**config.mk**
```make
export PLATFORM = sky130hd
export DESIGN_NAME = tpt_trace_port_transmitter
export DESIGN_NICKNAME = d
export VERILOG_FILES = /design/src/design/tpt_none_placeholder_removed.v /design/src/design/tpt_skid_buf.v /design/src/design/tpt_trace_port_transmitter.v
export VERILOG_INCLUDE_DIRS = /design/src /design/src/design
export SDC_FILE = /design/constraint.sdc
export NUM_CORES = 1
export LEC_CHECK = 0
export ABC_AREA = 0
export CAP_MARGIN = 20
export CELL_PAD_IN_SITES_DETAIL_PLACEMENT = 1
export CELL_PAD_IN_SITES_GLOBAL_PLACEMENT = 1
export CORE_ASPECT_RATIO = 1.2
export CORE_MARGIN = 1
export CORE_UTILIZATION = 30
export DETAILED_ROUTE_END_ITERATION = 6
export DONT_BUFFER_PORTS = 1
export MAX_ROUTING_LAYER = met4
export PLACE_DENSITY_LB_ADDON = 0.1
export SYNTH_ARGS = -nofsm -noshare
export SYNTH_HDL_FRONTEND = slang
export SYNTH_SLANG_ARGS = --single-unit
```
**constraint.sdc**
```tcl
create_clock -name i_core_clk -period 2.8 [get_ports i_core_clk]
set_clock_uncertainty 0.05 [all_clocks]
set_input_delay 0.42 -clock i_core_clk [delete_from_list [all_inputs] [get_ports i_core_clk]]
set_output_delay 0.42 -clock i_core_clk [all_outputs]
set_load 0.03 [all_outputs]
```
**src/design/tpt_defs.vh**
```
// constants shared by the trace port transmitter files
// assumes a 200 MHz core clock feeding every register of the block
`ifndef TPT_DEFS_VH
`define TPT_DEFS_VH

// ****************************************************************
// clock rates in MHz
// ****************************************************************
`define TPT_CORE_MHZ 200
`define TPT_STSP_MAX_MHZ 100
`define TPT_PTPU_MAX_MHZ 160

// core cycles per half period of each forwarded clock, rounded up
`define TPT_STSP_HALF_CYC \
  ((`TPT_CORE_MHZ + 2 * `TPT_STSP_MAX_MHZ - 1) / (2 * `TPT_STSP_MAX_MHZ))
`define TPT_PTPU_HALF_CYC \
  ((`TPT_CORE_MHZ + 2 * `TPT_PTPU_MAX_MHZ - 1) / (2 * `TPT_PTPU_MAX_MHZ))

// ****************************************************************
// widths
// ****************************************************************
`define TPT_STSP_LANES 4
`define TPT_STSP_BYTE_W 8
`define TPT_PTPU_WIDE_W 18
`define TPT_PTPU_NARROW_W 16
`define TPT_DIV_W 4

// ****************************************************************
// reset and idle levels
// ****************************************************************
`define TPT_CLK_IDLE 1'h0
`define TPT_NIBBLE_IDLE 4'h0
`define TPT_PTPU_DATA_IDLE 18'h0_0000
`define TPT_PTPU_CTL_IDLE 1'h0
`define TPT_DIV_RESET 4'h0

`endif

```
**src/design/tpt_none_placeholder_removed.v**
```verilog
`timescale 1ns/1ps
`default_nettype none
`default_nettype wire

```
**src/design/tpt_skid_buf.v**
```verilog
// two-entry buffer with valid and ready on both sides
// assumes both sides run on i_core_clk; reset is synchronous active low
`timescale 1ns/1ps
`default_nettype none

module tpt_skid_buf #(
  parameter W = 8
) (
  input wire i_core_clk,
  input wire i_rst_n,
  input wire [W-1:0] i_in_data,
  input wire i_in_valid,
  output reg o_in_ready,
  output wire [W-1:0] o_out_data,
  input wire i_out_ready,
  output reg o_out_valid
);

  // ****************************************************************
  // storage
  // ****************************************************************
  reg [W-1:0] head;
  reg [W-1:0] tail;
  reg [1:0] count;
  reg [1:0] next_count;
  wire push;
  wire pop;

  assign push = i_in_valid & o_in_ready;
  assign pop = o_out_valid & i_out_ready;
  assign o_out_data = head;

  // occupancy after this cycle
  always @* begin
    next_count = count;
    if (push && !pop) begin
      next_count = count + 2'h1;
    end else if (pop && !push) begin
      next_count = count - 2'h1;
    end
  end

  // flags are registered so the ready reaching the source is a flop
  always @(posedge i_core_clk) begin
    if (!i_rst_n) begin
      count <= 2'h0;
      o_in_ready <= 1'h1;
      o_out_valid <= 1'h0;
      head <= {W{1'b0}};
      tail <= {W{1'b0}};
    end else begin
      count <= next_count;
      o_in_ready <= (next_count != 2'h2);
      o_out_valid <= (next_count != 2'h0);
      if (push && (count == 2'h0 || (pop && count == 2'h1))) begin
        head <= i_in_data;
      end else if (pop) begin
        head <= tail;
      end
      if (push && (count == 2'h1 && !pop || count == 2'h2)) begin
        tail <= i_in_data;
      end
    end
  end

endmodule // tpt_skid_buf

`default_nettype wire

```
**src/design/tpt_trace_port_transmitter.v**
```verilog
// output side of the two trace ports: serial software trace and
// the wide parallel trace port, each with a forwarded clock
// assumes trace sources on i_core_clk (200 MHz) with valid/ready
//
// What this block does
// - four data lines plus one clock out
// - dual edge: new nibble each clock edge
// - single edge: data valid at falling edge
// - serial clock toggles only while data pending
// - serial forwarded clock at most 100 MHz
// - dual edge data launched from both edges
// - parallel control launched from both edges
// - parallel data launched with control, both edges
// - parallel forwarded clock at most 160 MHz
`timescale 1ns/1ps
`default_nettype none
`include "tpt_defs.vh"

module tpt_trace_port_transmitter (
  input wire i_core_clk,
  input wire i_rst_n,
  input wire [7:0] i_stsp_byte,
  input wire i_stsp_valid,
  output wire o_stsp_ready,
  input wire i_stsp_single_edge,
  output reg o_stsp_clk,
  output reg [3:0] o_stsp_data,
  input wire [17:0] i_ptpu_data,
  input wire i_ptpu_ctl,
  input wire i_ptpu_valid,
  output wire o_ptpu_ready,
  input wire i_ptpu_wide,
  output reg o_ptpu_clk,
  output reg [17:0] o_ptpu_data,
  output reg o_ptpu_ctl
);

  // ****************************************************************
  // rate limits
  // ****************************************************************
  // integer results cut to the divider width on purpose
  localparam integer STSP_HALF_N = `TPT_STSP_HALF_CYC;
  localparam integer PTPU_HALF_N = `TPT_PTPU_HALF_CYC;
  localparam [3:0] STSP_HALF = STSP_HALF_N[3:0];
  localparam [3:0] PTPU_HALF = PTPU_HALF_N[3:0];

  // one-hot serial states, one per half period of the clock
  localparam [3:0] ST_IDLE = 4'h1;
  localparam [3:0] ST_RISE1 = 4'h2;
  localparam [3:0] ST_FALL1 = 4'h4;
  localparam [3:0] ST_RISE2 = 4'h8;

  // end of a half period for a divider and its length
  function div_end;
    input [3:0] cnt;
    input [3:0] half;
    begin
      div_end = (cnt == half - 4'h1);
    end
  endfunction

  // next divider count, wrapping at the half period
  function [3:0] div_next;
    input [3:0] cnt;
    input [3:0] half;
    begin
      if (cnt == half - 4'h1) begin
        div_next = `TPT_DIV_RESET;
      end else begin
        div_next = cnt + 4'h1;
      end
    end
  endfunction

  // ****************************************************************
  // serial trace buffer
  // ****************************************************************
  wire [7:0] sbuf_byte;
  wire sbuf_valid;
  reg sbuf_pop;

  tpt_skid_buf #(
    .W(`TPT_STSP_BYTE_W)
  ) u_stsp_buf (
    .i_core_clk(i_core_clk),
    .i_rst_n(i_rst_n),
    .i_in_data(i_stsp_byte),
    .i_in_valid(i_stsp_valid),
    .o_in_ready(o_stsp_ready),
    .o_out_data(sbuf_byte),
    .i_out_ready(sbuf_pop),
    .o_out_valid(sbuf_valid)
  );

  // ****************************************************************
  // serial trace engine
  // ****************************************************************
  reg [3:0] st_state;
  reg [3:0] next_st_state;
  reg [3:0] st_div;
  reg st_se_mode;
  reg [3:0] st_hi_nib;
  reg next_clk;
  reg [3:0] next_data;
  wire st_tick;

  // never shorter than one core cycle per half period
  assign st_tick = div_end(st_div, STSP_HALF);

  // a byte goes out low nibble first; the clock always parks low
  always @* begin
    next_st_state = st_state;
    next_clk = o_stsp_clk;
    next_data = o_stsp_data;
    sbuf_pop = 1'b0;
    if (st_tick) begin
      case (st_state)
        ST_IDLE: begin
          // no byte pending: clock and data stay frozen
          if (sbuf_valid) begin
            sbuf_pop = 1'b1;
            next_data = sbuf_byte[3:0];
            next_clk = 1'b1;
            next_st_state = ST_RISE1;
          end
        end
        ST_RISE1: begin
          next_clk = 1'b0;
          if (st_se_mode) begin
            // data held so the falling edge captures it
            next_st_state = ST_FALL1;
          end else begin
            next_data = st_hi_nib;
            next_st_state = ST_IDLE;
          end
        end
        ST_FALL1: begin
          next_data = st_hi_nib;
          next_clk = 1'b1;
          next_st_state = ST_RISE2;
        end
        ST_RISE2: begin
          next_clk = 1'b0;
          next_st_state = ST_IDLE;
        end
        default: begin
          next_clk = `TPT_CLK_IDLE;
          next_st_state = ST_IDLE;
        end
      endcase
    end
  end

  // mode is caught per byte so a change never splits a byte
  always @(posedge i_core_clk) begin
    if (!i_rst_n) begin
      st_state <= ST_IDLE;
      st_div <= `TPT_DIV_RESET;
      st_se_mode <= 1'b0;
      st_hi_nib <= `TPT_NIBBLE_IDLE;
      o_stsp_clk <= `TPT_CLK_IDLE;
      o_stsp_data <= `TPT_NIBBLE_IDLE;
    end else begin
      st_state <= next_st_state;
      st_div <= div_next(st_div, STSP_HALF);
      o_stsp_clk <= next_clk;
      o_stsp_data <= next_data;
      if (sbuf_pop) begin
        st_se_mode <= i_stsp_single_edge;
        st_hi_nib <= sbuf_byte[7:4];
      end
    end
  end

  // ****************************************************************
  // parallel trace buffer
  // ****************************************************************
  wire [18:0] pbuf_word;
  wire pbuf_valid;
  wire pbuf_pop;
  wire pt_tick;
  reg [3:0] pt_div;

  tpt_skid_buf #(
    .W(`TPT_PTPU_WIDE_W + 1)
  ) u_ptpu_buf (
    .i_core_clk(i_core_clk),
    .i_rst_n(i_rst_n),
    .i_in_data({i_ptpu_ctl, i_ptpu_data}),
    .i_in_valid(i_ptpu_valid),
    .o_in_ready(o_ptpu_ready),
    .o_out_data(pbuf_word),
    .i_out_ready(pbuf_pop),
    .o_out_valid(pbuf_valid)
  );

  // ****************************************************************
  // parallel trace engine
  // ****************************************************************
  // the clock runs free; a word leaves on every edge of it
  assign pt_tick = div_end(pt_div, PTPU_HALF);
  assign pbuf_pop = pt_tick & pbuf_valid;

  // narrow mode drives the top two lines low so the probe sees 16
  always @(posedge i_core_clk) begin
    if (!i_rst_n) begin
      pt_div <= `TPT_DIV_RESET;
      o_ptpu_clk <= `TPT_CLK_IDLE;
      o_ptpu_data <= `TPT_PTPU_DATA_IDLE;
      o_ptpu_ctl <= `TPT_PTPU_CTL_IDLE;
    end else begin
      pt_div <= div_next(pt_div, PTPU_HALF);
      if (pt_tick) begin
        o_ptpu_clk <= ~o_ptpu_clk;
        if (pbuf_valid) begin
          o_ptpu_ctl <= pbuf_word[18];
          o_ptpu_data[15:0] <= pbuf_word[15:0];
          o_ptpu_data[17:16] <= i_ptpu_wide ? pbuf_word[17:16] : 2'h0;
        end else begin
          // starved: idle word, still edge aligned
          o_ptpu_ctl <= `TPT_PTPU_CTL_IDLE;
          o_ptpu_data <= `TPT_PTPU_DATA_IDLE;
        end
      end
    end
  end

endmodule // tpt_trace_port_transmitter

`default_nettype wire

```
* After elaboration in Yosys (flattened, before gate mapping)
Cells that the tools add are included.
** Operators by class
- Divide/modulo/power cells :: 0
- Reductions and logical operators :: 33
- Mux-type cells :: 22
- Shift operators :: 0
- Magnitude comparators :: 0
- Equality and inequality tests :: 11
- Add/subtract/negate cells :: 6
- $mul :: 0
- Bitwise operators :: 7
** Operator list (count)
- $mux W19 :: 2
- $pmux W4 S3 :: 2
- $mux W18 :: 1
- $mux W8 :: 2
- $logic_and A1 B1 Y1 :: 12
- $mux W4 :: 3
- $mux W2 :: 5
- $add A4 B1 Y4 const B :: 2
- $logic_not A4 Y1 :: 2
- $reduce_bool A2 Y1 :: 4
- $ne A2 B2 Y1 const B :: 3
- $and A1 B1 Y1 :: 5
- $mux W1 :: 5
- $add A2 B1 Y2 const B :: 2
- $eq A2 B1 Y1 const B :: 2
- $eq A2 B2 Y1 const B :: 2
- $eq A4 B1 Y1 const B :: 1
- $eq A4 B2 Y1 const B :: 1
- $eq A4 B3 Y1 const B :: 1
- $logic_not A1 Y1 :: 4
- $logic_not A2 Y1 :: 2
- $logic_or A1 B1 Y1 :: 4
- $reduce_and A4 Y1 :: 1
- $reduce_or A2 Y1 :: 2
- 7 further kinds :: 9
** Storage, ports and cells
- Register bits after elaboration :: 104
- Latch bits :: 0
- Memories kept :: 0
- ROM bits :: 0
- RAM bits :: 0

* Longest topological paths before layout
Gate-level depths: netlist of run 1.
- Depth after elaboration :: 8
- Depth in mapped cells :: 9

* Hierarchy
From an unflattened synthesis of run 1, not the netlist that was laid out.
** Second synthesis, totals
- Cells, all modules :: 462
- Area total of the unflattened synthesis :: 4565.6 um2
** By module, submodules not included
- tpt_skid_buf (u_ptpu_buf) :: area each 1945.6 um2, cells each 203, times used 1
- tpt_trace_port_transmitter :: area each 1691.6 um2, cells each 161, times used 1
- tpt_skid_buf (u_stsp_buf) :: area each 928.4 um2, cells each 98, times used 1

* Worst setup path after synthesis of run 1
OpenSTA, ideal clock, no wires.
- Kind :: register to register
- Start :: register st_div[0]
- End :: register u_stsp_buf.o_in_ready
- Path buffers :: 1
- Data required time :: 2617 ps
- Stages on the path, launching flop included :: 8
- Arrival time :: 1813 ps
- Setup slack :: 804 ps
- Cells stage by stage :: dfxtp_1 -> inv_1 -> ha_1 -> or4b_4 -> buf_6 -> or4_1 -> a21oi_1 -> o21ai_1
** On the way
- Cells in the longest elaborated chain, start to end :: 7
- Elaborated cells on any way between the ends :: 9
- Those cells by class :: eq/ne (1); mux (3); bitwise (1); reduce/logical (4)
** Ends and longest elaborated chain
- start, declared :: RTL line tpt_trace_port_transmitter.v:100 : reg [3:0] st_div;
- start signal, assigned :: RTL line tpt_trace_port_transmitter.v:158 : st_div <= `TPT_DIV_RESET;
- start signal, assigned :: RTL line tpt_trace_port_transmitter.v:165 : st_div <= div_next(st_div, STSP_HALF);
- $logic_not A4 Y1 * :: RTL line tpt_trace_port_transmitter.v:58 : div_end = (cnt == half - 4'h1);
- $mux W1 * :: RTL line tpt_trace_port_transmitter.v:116 : if (st_tick) begin
- $and A1 B1 Y1 * :: RTL line tpt_skid_buf.v:30 : assign pop = o_out_valid & i_out_ready;
- $logic_and A1 B1 Y1 / $logic_not A1 Y1 (equally long branches) :: RTL line tpt_skid_buf.v:38, tpt_skid_buf.v:36
- $mux W2 / $logic_and A1 B1 Y1 (equally long branches) :: RTL line tpt_skid_buf.v:38, tpt_skid_buf.v:36
- $mux W2 * :: RTL line tpt_skid_buf.v:36 : if (push && !pop) begin
- $ne A2 B2 Y1 * :: RTL line tpt_skid_buf.v:53 : o_in_ready <= (next_count != 2'h2);
- end signal, assigned :: RTL line tpt_skid_buf.v:53
- end, declared :: RTL line tpt_skid_buf.v:13 : output reg o_in_ready,
Every way passes the cells marked *; elsewhere a longest branch is shown, timed or not.
A chain may end at the register's enable or synchronous reset.

* Worst setup path after layout of run 1
Ends and elaborated chain as after synthesis.

==> impl_metrics.tcl, run 1 <==
set metrics [dict create \
    status "finished, final reports clean" \
    r2r-end "u_stsp_buf.o_in_ready$_SDFF_PN1_" \
    port_buffers 0 \
    grt_max_degree 93 \
    grt_overflow 0 \
    grt_pass1_vias 3561 \
    grt_pass1_wl_microns 18600 \
    synth_sequential_area_ratio_pct 46.9 \
    die_area_sq_um 15300 \
    drc 0 \
    dr.pass1.iters 4 \
    synth_edf_count 0 \
    worst_slew_pin_slew_ps 725 \
    fin_crit_sh_pct 72.2 \
    whs_endpoint "st_state[0]$_SDFFE_PN1P_" \
    ant_nets 0 \
    fin_ws_ps 777 \
    synth_top_cell_by_area "dfxtp_1" \
    ys_seq_elements 104 \
    drt_wl_total_microns 11200 \
    synthCells 519 \
    reg2reg_depth 6 \
    finalHoldViolations 0 \
    ys.flop_type "dfxtp_1" \
    p_sw_mw 1.69 \
    synth_nets 562 \
    internal_power_mw 3.09 \
    rsz0062_at_grt "false" \
    synth_common_cells "104 x dfxtp_1, 76 x nand2_1, 52 x a21oi_1" \
    cts_tree "done" \
    ys.warnings.count 0 \
    p_per_area_nw_per_um2 974 \
    nets 543 \
    netlist_top_cells_area "dfxtp_1 47%, mux2i_1 7.4%, nand2_1 6.4%" \
    syn_area_sq_um 4440 \
    hold_depth 1 \
    antenna_found_initial 0 \
    synth.most_common_cell "dfxtp_1" \
    clk_latency_ps 350 \
    dpl.hpwl_microns 7830 \
    wl_per_cell_microns 16.5 \
    r2r-start "st_div[0]$_SDFF_PP0_" \
    setup_viol 0 \
    clock-root-buffer "clkbuf_16" \
    path_clk_slew_ps 70 \
    rows 48 \
    swShare_pct 35.4 \
    hold_start "i_rst_n" \
    synth_top_area_share_pct 46.9 \
    gp_congestion 0.749 \
    cts_resized 0 \
    cts_hold_buf 0 \
    setup-tns-final_ps 0 \
    synth_cell_type_count 45 \
    drive_gt1_share_pct 6.93 \
    p_clk_share_pct 27.8 \
    min_path_type "primary input to flip-flop" \
    max_freq_mhz 494 \
    cts.sinks 104 \
    finalCriticalPeriod_ps 2020 \
    cts_max_level 3 \
    end_kind "flip-flop" \
    crit_type "flip-flop to flip-flop" \
    syn2layout_area_growth_pct 10.7 \
    clk_path_buf_depth 2 \
    drv_cap 0 \
    cts_buffers 9 \
    grt_usage_pct 16.2 \
    die_h_microns 135 \
    ios 60 \
    start_kind "flip-flop" \
    r2r_slack_ps 780 \
    p_comb_share_pct 26.6 \
    relSlewSlack_pct 51.6 \
    worst_hold_slack_ps 110 \
    p_total_mw 4.78 \
    worst_ep_arrival_time_ps 2220 \
    place_ws_ps 789 \
    power_frac_seq_pct 45.6 \
    vias 3473 \
    fill_cells 1712 \
    coreArea_sq_um 14400 \
    maxSlewViolCount 0 \
    die_w_microns 113 \
    cp_max_fo 7 \
    cp_data_required_time_ps 2990 \
    cts_setup_buffers 0 \
    drt-initial-drc-count 71 \
    vdd_ir_drop_max_v 0.000282 \
    start_util_pct 30.8 \
    avgViaCountPerCell 5.11 \
    syn_area_per_cell_sq_um 8.55 \
    p_leak_nw 1.77 \
    synth-async-reset-ratio_pct 0 \
    final_util_pct 34.1 \
    n_antenna_cell 0 \
]
-- kinds of logic (layout without fill, tap and decap cells) --
| family | after synthesis | after routing | share of synthesized area (%) |
|---|---|---|---|
| compound gates | 130 | 130 | 17.0 |
| xor+xnor | 7 | 7 | 1.38 |
| fa+ha+maj | 10 | 10 | 2.82 |
| buf+inv | 49 | 35 | 4.62 |
| flops | 104 | 104 | 46.9 |
| mux | 33 | 33 | 7.44 |
| simple gates | 186 | 186 | 19.8 |
-- registers in the layout (all words and copies together), names as in the netlist --
signal / cells
u_ptpu_buf.tail: 19
o_ptpu_clk: 1
u_ptpu_buf.o_in_ready: 1
st_hi_nib: 4
pt_div: 4
o_stsp_data: 4
u_stsp_buf.o_in_ready: 1
st_state: 4
st_div: 4
o_ptpu_data: 18
u_stsp_buf.o_out_valid: 1
u_stsp_buf.o_out_data: 8
u_ptpu_buf.count: 2
u_stsp_buf.tail: 8
u_stsp_buf.count: 2
u_ptpu_buf.o_out_valid: 1
o_ptpu_ctl: 1
u_ptpu_buf.o_out_data: 19
st_se_mode: 1
o_stsp_clk: 1
-- cells in the final DEF, fill, tap and decap left out, types with 2 or more instances in the layout --
cell / instances
a21oi_1: 52
ha_1: 10
nand2b_1: 2
a311oi_1: 4
a31oi_1: 5
clkbuf_8: 2
o31a_1: 2
nand3_1: 43
nand4bb_1: 2
nand4_1: 3
nand2_1: 76
clkbuf_16: 9
o21ai_1: 3
a211oi_1: 5
xor2_1: 2
nor2_1: 30
or4_1: 2
o21ai_2: 2
dfxtp_1: 104
nor4_1: 2
o21ai_0: 42
inv_1: 10
mux2i_1: 33
o221ai_1: 8
xnor2_1: 5
and3_1: 3
nor3_1: 7
and2_1: 6
buf_4: 8
-- worst max-delay path, cell delays in order (launching register included) --
cell	delay, ps
dfxtp_1	340
inv_1	60
ha_1	180
or4b_4	530
or4_1	520
a21oi_1	160
o21ai_1	80
-- through the flow --
step | instance area (sq um) | std cells
CTS | 4910 | 680
detailed placement | 4600 | 664
global placement | 4600 | 664
global route | 4910 | 680
finish | 4910 | 680
floorplan | 4440 | 519
-- how the worst max path moves through the flow --
stage,from,slack [ps],endpoint
6_report,st_div[0]$_SDFF_PP0_,780,u_stsp_buf.o_in_ready$_SDFF_PN1_
5_1_grt,st_state[0]$_SDFFE_PN1P_,540,o_stsp_data[1]$_SDFFE_PN0P_
4_1_cts,st_div[0]$_SDFF_PP0_,770,u_stsp_buf.tail[0]$_SDFFE_PN0P_
3_5_place_dp,st_div[0]$_SDFF_PP0_,790,u_stsp_buf.tail[0]$_SDFFE_PN0P_
3_3_place_gp,st_div[0]$_SDFF_PP0_,830,u_stsp_buf.o_in_ready$_SDFF_PN1_
2_1_floorplan,st_div[0]$_SDFF_PP0_,800,u_stsp_buf.o_in_ready$_SDFF_PN1_
-- layer usage --
layer  wire [microns]  track usage [%]  up-vias  share of wire (%)
met2             5740             27.5       42                 51
met1             4800             18.1     1627                 43
met5                0                -        -                  0
met4              172             6.36        0                1.5
met3              510             4.25       12                4.5
li1                 -                -     1792                  -
-- power by group through the flow --
stage	Combinational (mW)	Sequential (mW)	Clock, mW
after floorplan	1.02	2.12	0
after global placement	1.27	2.21	0
after detailed placement	1.30	2.22	0
after CTS	1.30	2.19	1.38
after global routing	1.45	2.23	1.44
final	1.27	2.18	1.33
-- cell type report --
cell class                      instances  area [sq um]  share of cell area (%)
Clock buffer                           11           253                    5.15
Clock inverter                          5          62.6                    1.27
Inverter                               10          37.5                   0.764
Multi-Input combinational cell        366          2180                    44.3
Sequential cell                       104          2080                    42.4
Tap cell                              175           219                    4.46
Timing Repair Buffer                    9          80.1                    1.63
No activity file was read; power rests on OpenSTA's default activity.
==> run 2: changes to the inputs <==
- clock period: 2.8 -> 1.8 ns (I/O delays scaled with it)
==> impl_metrics.tcl, run 2 (synthesized netlist as in run 1, its figures left out) <==
set metrics [dict create \
    gp_congestion 0.734 \
    grt_overflow 0 \
    final_cell_mix "102 x dfxtp_1, 76 x nand2_1, 51 x a21oi_1, 43 x nand3_1, 41 x buf_4" \
    hold_depth 2 \
    swShare_pct 35.4 \
    place_ws_ps -73.7 \
    grt_max_degree 93 \
    drv_cap 0 \
    wl_per_cell_microns 16.7 \
    finalCriticalPeriod_ps 1850 \
    crit_type "flip-flop to flip-flop" \
    cp_num_buf_inv 1 \
    setup_viol 9 \
    internal_power_mw 5.26 \
    start_util_pct 30.8 \
    dr.pass1.iters 3 \
    ant_nets 0 \
    p_per_area_nw_per_um2 1440 \
    path_clk_slew_ps 70 \
    p_comb_share_pct 34.4 \
    fin_crit_sh_pct 103 \
    cp.depth 6 \
    cp_data_required_time_ps 1990 \
    ios 60 \
    rows 48 \
    slowest_delay_ps 540 \
    coreArea_sq_um 14400 \
    syn2layout_area_growth_pct 27.3 \
    drive_gt1_share_pct 15.6 \
    min_path_type "primary input to flip-flop" \
    cts_max_level 3 \
    clock-root-buffer "clkbuf_16" \
    p_clk_share_pct 24.6 \
    die_area_sq_um 15300 \
    crit_chain "inv_2 > ha_4 > or4b_4 > or4_4 > a21oi_2 > o21ai_1" \
    drt-initial-drc-count 133 \
    vdd_ir_drop_max_v 0.000543 \
    p_leak_nw 2.14 \
    worst_ep_arrival_time_ps 2030 \
    grt_pass1_vias 3881 \
    p_sw_mw 2.88 \
    fill_cells 1676 \
    p_total_mw 8.14 \
    final_util_pct 39.2 \
    power_frac_seq_pct 41.0 \
    antenna_found_initial 0 \
    rsz0062_at_grt "true" \
    relSlewSlack_pct 73.2 \
    finalHoldViolations 0 \
    worst_slew_pin_slew_ps 400 \
    grt_pass1_wl_microns 19300 \
    status "complete, but fails checks" \
    avgViaCountPerCell 5.11 \
    dpl.hpwl_microns 7990 \
    drt_wl_total_microns 12500 \
    failed_checks "setup timing" \
    final_common_cell "dfxtp_1" \
    die_w_microns 113 \
    maxSlewViolCount 0 \
    cp_max_fo 7 \
    fin_cells 745 \
    cts_tree "done" \
    start_kind "flip-flop" \
    cts_buffers 9 \
    crit_family "simple AND/OR/NAND/NOR gates" \
    port_buffers 0 \
    clk_path_buf_depth 2 \
    drc 0 \
    grt_usage_pct 16.5 \
    critPathSlowestCell "or4b_4" \
    die_h_microns 135 \
    reg2reg_depth 6 \
    n_antenna_cell 0 \
    max_freq_mhz 541 \
    end_kind "flip-flop" \
    vias 3809 \
    nets 608 \
    fin_ws_ps -48.1 \
    dp_cells 695 \
    cts.sinks 104 \
    clk_latency_ps 350 \
]
## run 2: cell types whose count changed in the layout (fill, tap and decap cells not counted), sizes merged
| cell | before | now |
|---|---|---|
| inv | 12 | 11 |
| clkinv | 1 | 2 |
| buf | 9 | 46 |
| clkinvlp | 1 | 2 |
| dlygate4sd3 | 0 | 24 |
| clkbuf | 11 | 14 |
## run 2: path summary, 6_finish.rpt
check,slack [ps],from,to
worst min register to register,400,st_hi_nib[3]$_SDFFE_PN0N_,st_hi_nib[3]$_SDFFE_PN0N_
worst min-delay path,8,i_stsp_byte[2],u_stsp_buf.tail[2]$_SDFFE_PN0P_
worst max register to register,-50,st_div[1]$_SDFF_PP0_,u_stsp_buf.o_in_ready$_SDFF_PN1_
worst max-delay path,-50,st_div[1]$_SDFF_PP0_,u_stsp_buf.o_in_ready$_SDFF_PN1_
## run 2: area by class of cell
type,count,area (sq um),area share [%]
Multi-Input combinational cell,366,2280,40.4
Sequential cell,104,2080,36.9
Timing Repair Buffer,74,731,12.9
Clock buffer,10,229,4.05
Tap cell,175,219,3.88
Clock inverter,6,67.6,1.20
Inverter,10,37.5,0.664
## run 2: per-stage QoR
stage	hold WS [ps]	cell area, sq um	setup TNS [ps]
6_report	8.40	5650	-121
5_1_grt	8.51	5650	-1150
4_1_cts	-43.5	5400	-179
3_5_place_dp	329	4850	-412
3_3_place_gp	326	4850	-11.7
2_1_floorplan	341	4460	-58.4
## run 2: power by group through the flow
stage | Clock (mW) | Combinational [mW] | Sequential, mW
finish | 2.00 | 2.80 | 3.34
global route | 2.16 | 3.09 | 3.40
CTS | 2.08 | 2.39 | 3.35
global placement | 0 | 2.28 | 3.38
floorplan | 0 | 1.61 | 3.30
detailed placement | 0 | 2.31 | 3.40
## run 2: worst reg2reg max path, cell delays in order, from the launching register on
cell	delay (ps)
dfxtp_2	330
inv_2	60
ha_4	130
or4b_4	540
or4_4	440
a21oi_2	130
o21ai_1	60
## run 2: layer usage
layer  vias up  GRT usage (%)  wire (microns)
met4         0           7.24             235
met2        46           28.7            6390
li1       1928              -               -
met1      1818           18.4            5460
met3        17           3.31             378
met5         -              -               0
## run 2: timing repair
action | CTS | global route
pin swaps | 2 | 6
hold endpoints to repair | 34 | 2
hold buffers | 23 | 1
buffers inserted | 0 | 4
endpoints found under the setup margin | 12 | 61
cloned | 0 | 6
gates resized for setup | 4 | 19
==> run 3: changes to the inputs <==
- ABC_CLOCK_PERIOD_IN_PS: default -> 1800
- CORE_ASPECT_RATIO: 1.2 -> 0.8
==> impl_metrics.tcl, run 3 (synthesized netlist as in run 1, its figures left out) <==
set metrics [dict create \
    status "complete, but fails checks" \
    failed_checks "setup timing" \
    grt_max_degree 91 \
    final_cell_mix "101 x dfxtp_1, 76 x nand2_1, 49 x a21oi_1, 42 x nand3_1, 37 x buf_4" \
    fin_ws_ps -37.2 \
    p_total_mw 7.98 \
    finalHoldViolations 0 \
    vias 3819 \
    hold_depth 2 \
    antenna_found_initial 0 \
    gp_congestion 0.812 \
    cp_data_required_time_ps 1990 \
    path_clk_slew_ps 70 \
    top_layer "met4" \
    crit_type "flip-flop to flip-flop" \
    die_h_microns 111 \
    n_antenna_cell 0 \
    drc 0 \
    end_kind "flip-flop" \
    cts_max_level 3 \
    whs_endpoint "u_ptpu_buf.tail[0]$_SDFFE_PN0P_" \
    clk_latency_ps 350 \
    worst_ep_arrival_time_ps 2020 \
    dpl.hpwl_microns 8150 \
    min_path_type "primary input to flip-flop" \
    drt_wl_total_microns 12600 \
    drv_cap 0 \
    start_kind "flip-flop" \
    wl_per_cell_microns 16.8 \
    route.met3.wl_microns 467 \
    cts.sinks 104 \
    clock-root-buffer "clkbuf_16" \
    drive_gt1_share_pct 16.0 \
    nets 601 \
    setup_viol 1 \
    final_common_cell "dfxtp_1" \
    drt-initial-drc-count 128 \
    wl_met2_microns 5380 \
    syn2layout_area_growth_pct 25.7 \
    p_leak_nw 2.10 \
    wl_met1_microns 6560 \
    ios 60 \
    coreArea_sq_um 14300 \
    maxSlewViolCount 0 \
    port_buffers 0 \
    p_per_area_nw_per_um2 1430 \
    reg2reg_depth 6 \
    r2r_slack_ps -40 \
    dr.pass1.iters 4 \
    grt_pass1_vias 3798 \
    max_freq_mhz 544 \
    grt_pass1_wl_microns 19900 \
    clk_path_buf_depth 2 \
    cts_buffers 9 \
    relSlewSlack_pct 70.4 \
    grt_usage_pct 17.4 \
    cts_tree "done" \
    avgViaCountPerCell 5.11 \
    worst_slew_pin_slew_ps 441 \
    rsz0062_at_grt "true" \
    die_area_sq_um 15300 \
    r2r-start "st_div[1]$_SDFF_PP0_" \
    die_w_microns 138 \
    r2r-end "u_stsp_buf.o_in_ready$_SDFF_PN1_" \
    final_util_pct 38.9 \
    fill_cells 1682 \
    finalCriticalPeriod_ps 1840 \
    hold_start "i_ptpu_data[0]" \
    start_util_pct 30.9 \
    vdd_ir_drop_max_v 0.000485 \
    fin_crit_sh_pct 102 \
    grt_overflow 0 \
    cp_max_fo 7 \
    ant_nets 0 \
    rows 39 \
    setup-tns-final_ps -37.2 \
]
==> run 3: cell types whose count changed in the layout (fill, tap and decap cells not counted), sizes merged <==
cell / delta
clkinv: +1
buf: -1
bufinv: -1
clkinvlp: -2
dlygate4sd3: -4
==> run 3: critical path, cell delays in order (launching register included) <==
cell     delay, ps
dfxtp_2        320
inv_2           60
ha_4           120
or4b_4         530
or4_4          440
a21oi_2        140
o21ai_1         60
==> run 3: area by class of cell <==
cell class / instances / area (sq um) / share of cell area (%)
tap: 184 / 230 / 4.13
sequential: 104 / 2090 / 37.4
timing repair buffer: 67 / 657 / 11.8
clock inverter: 4 / 27.5 / 0.493
inverter: 10 / 37.5 / 0.673
multi-input combinational: 366 / 2280 / 40.9
clock buffer: 12 / 256 / 4.60
==> run 3: worst max-delay path by stage <==
stage | from | end | slack [ps] | cells after the start
floorplan | st_div[0]$_SDFF_PP0_ | u_stsp_buf.o_in_ready$_SDFF_PN1_ | -60 | 7
global placement | st_div[1]$_SDFF_PP0_ | u_stsp_buf.o_out_data[3]$_SDFFE_PN0P_ | -20 | 6
detailed placement | st_div[1]$_SDFF_PP0_ | u_stsp_buf.o_out_data[1]$_SDFFE_PN0P_ | -80 | 6
CTS | st_div[1]$_SDFF_PP0_ | u_stsp_buf.o_out_data[1]$_SDFFE_PN0P_ | -10 | 6
global route | st_div[1]$_SDFF_PP0_ | u_stsp_buf.o_in_ready$_SDFF_PN1_ | -80 | 6
finish | st_div[1]$_SDFF_PP0_ | u_stsp_buf.o_in_ready$_SDFF_PN1_ | -40 | 6
==> run 3: per-layer routing <==
layer,vias up,track usage (%)
met3,13,4.39
met5,-,-
met4,0,5.43
met2,45,25.1
li1,1918,-
met1,1843,23.5
==> run 3: through the flow <==
stage / worst slack, ps / hold slack, ps / instances / area [sq um]
after floorplan: -58.4 / 341 / 519 / 4460
after global placement: -16.0 / 318 / 704 / 4890
after detailed placement: -80.4 / 320 / 704 / 4890
after CTS: -10.7 / 0.292 / 740 / 5380
after global routing: -83.5 / 1.84 / 747 / 5580
final: -37.2 / 9.30 / 747 / 5580
==> run 3: timing repair <==
action,CTS,global route
pin swaps,3,2
gates cloned,0,3
gates resized for setup,1,27
hold buffers,20,0
hold endpoints to repair,27,0
setup buffers,0,4
setup endpoints to repair,29,43
==> run 3: where the power goes <==
part,internal (mW),switching [mW],total [mW]
registers,2.83,0.524,3.35
logic,1.29,1.45,2.73
clock network,1.02,0.877,1.90
total,5.13,2.85,7.98
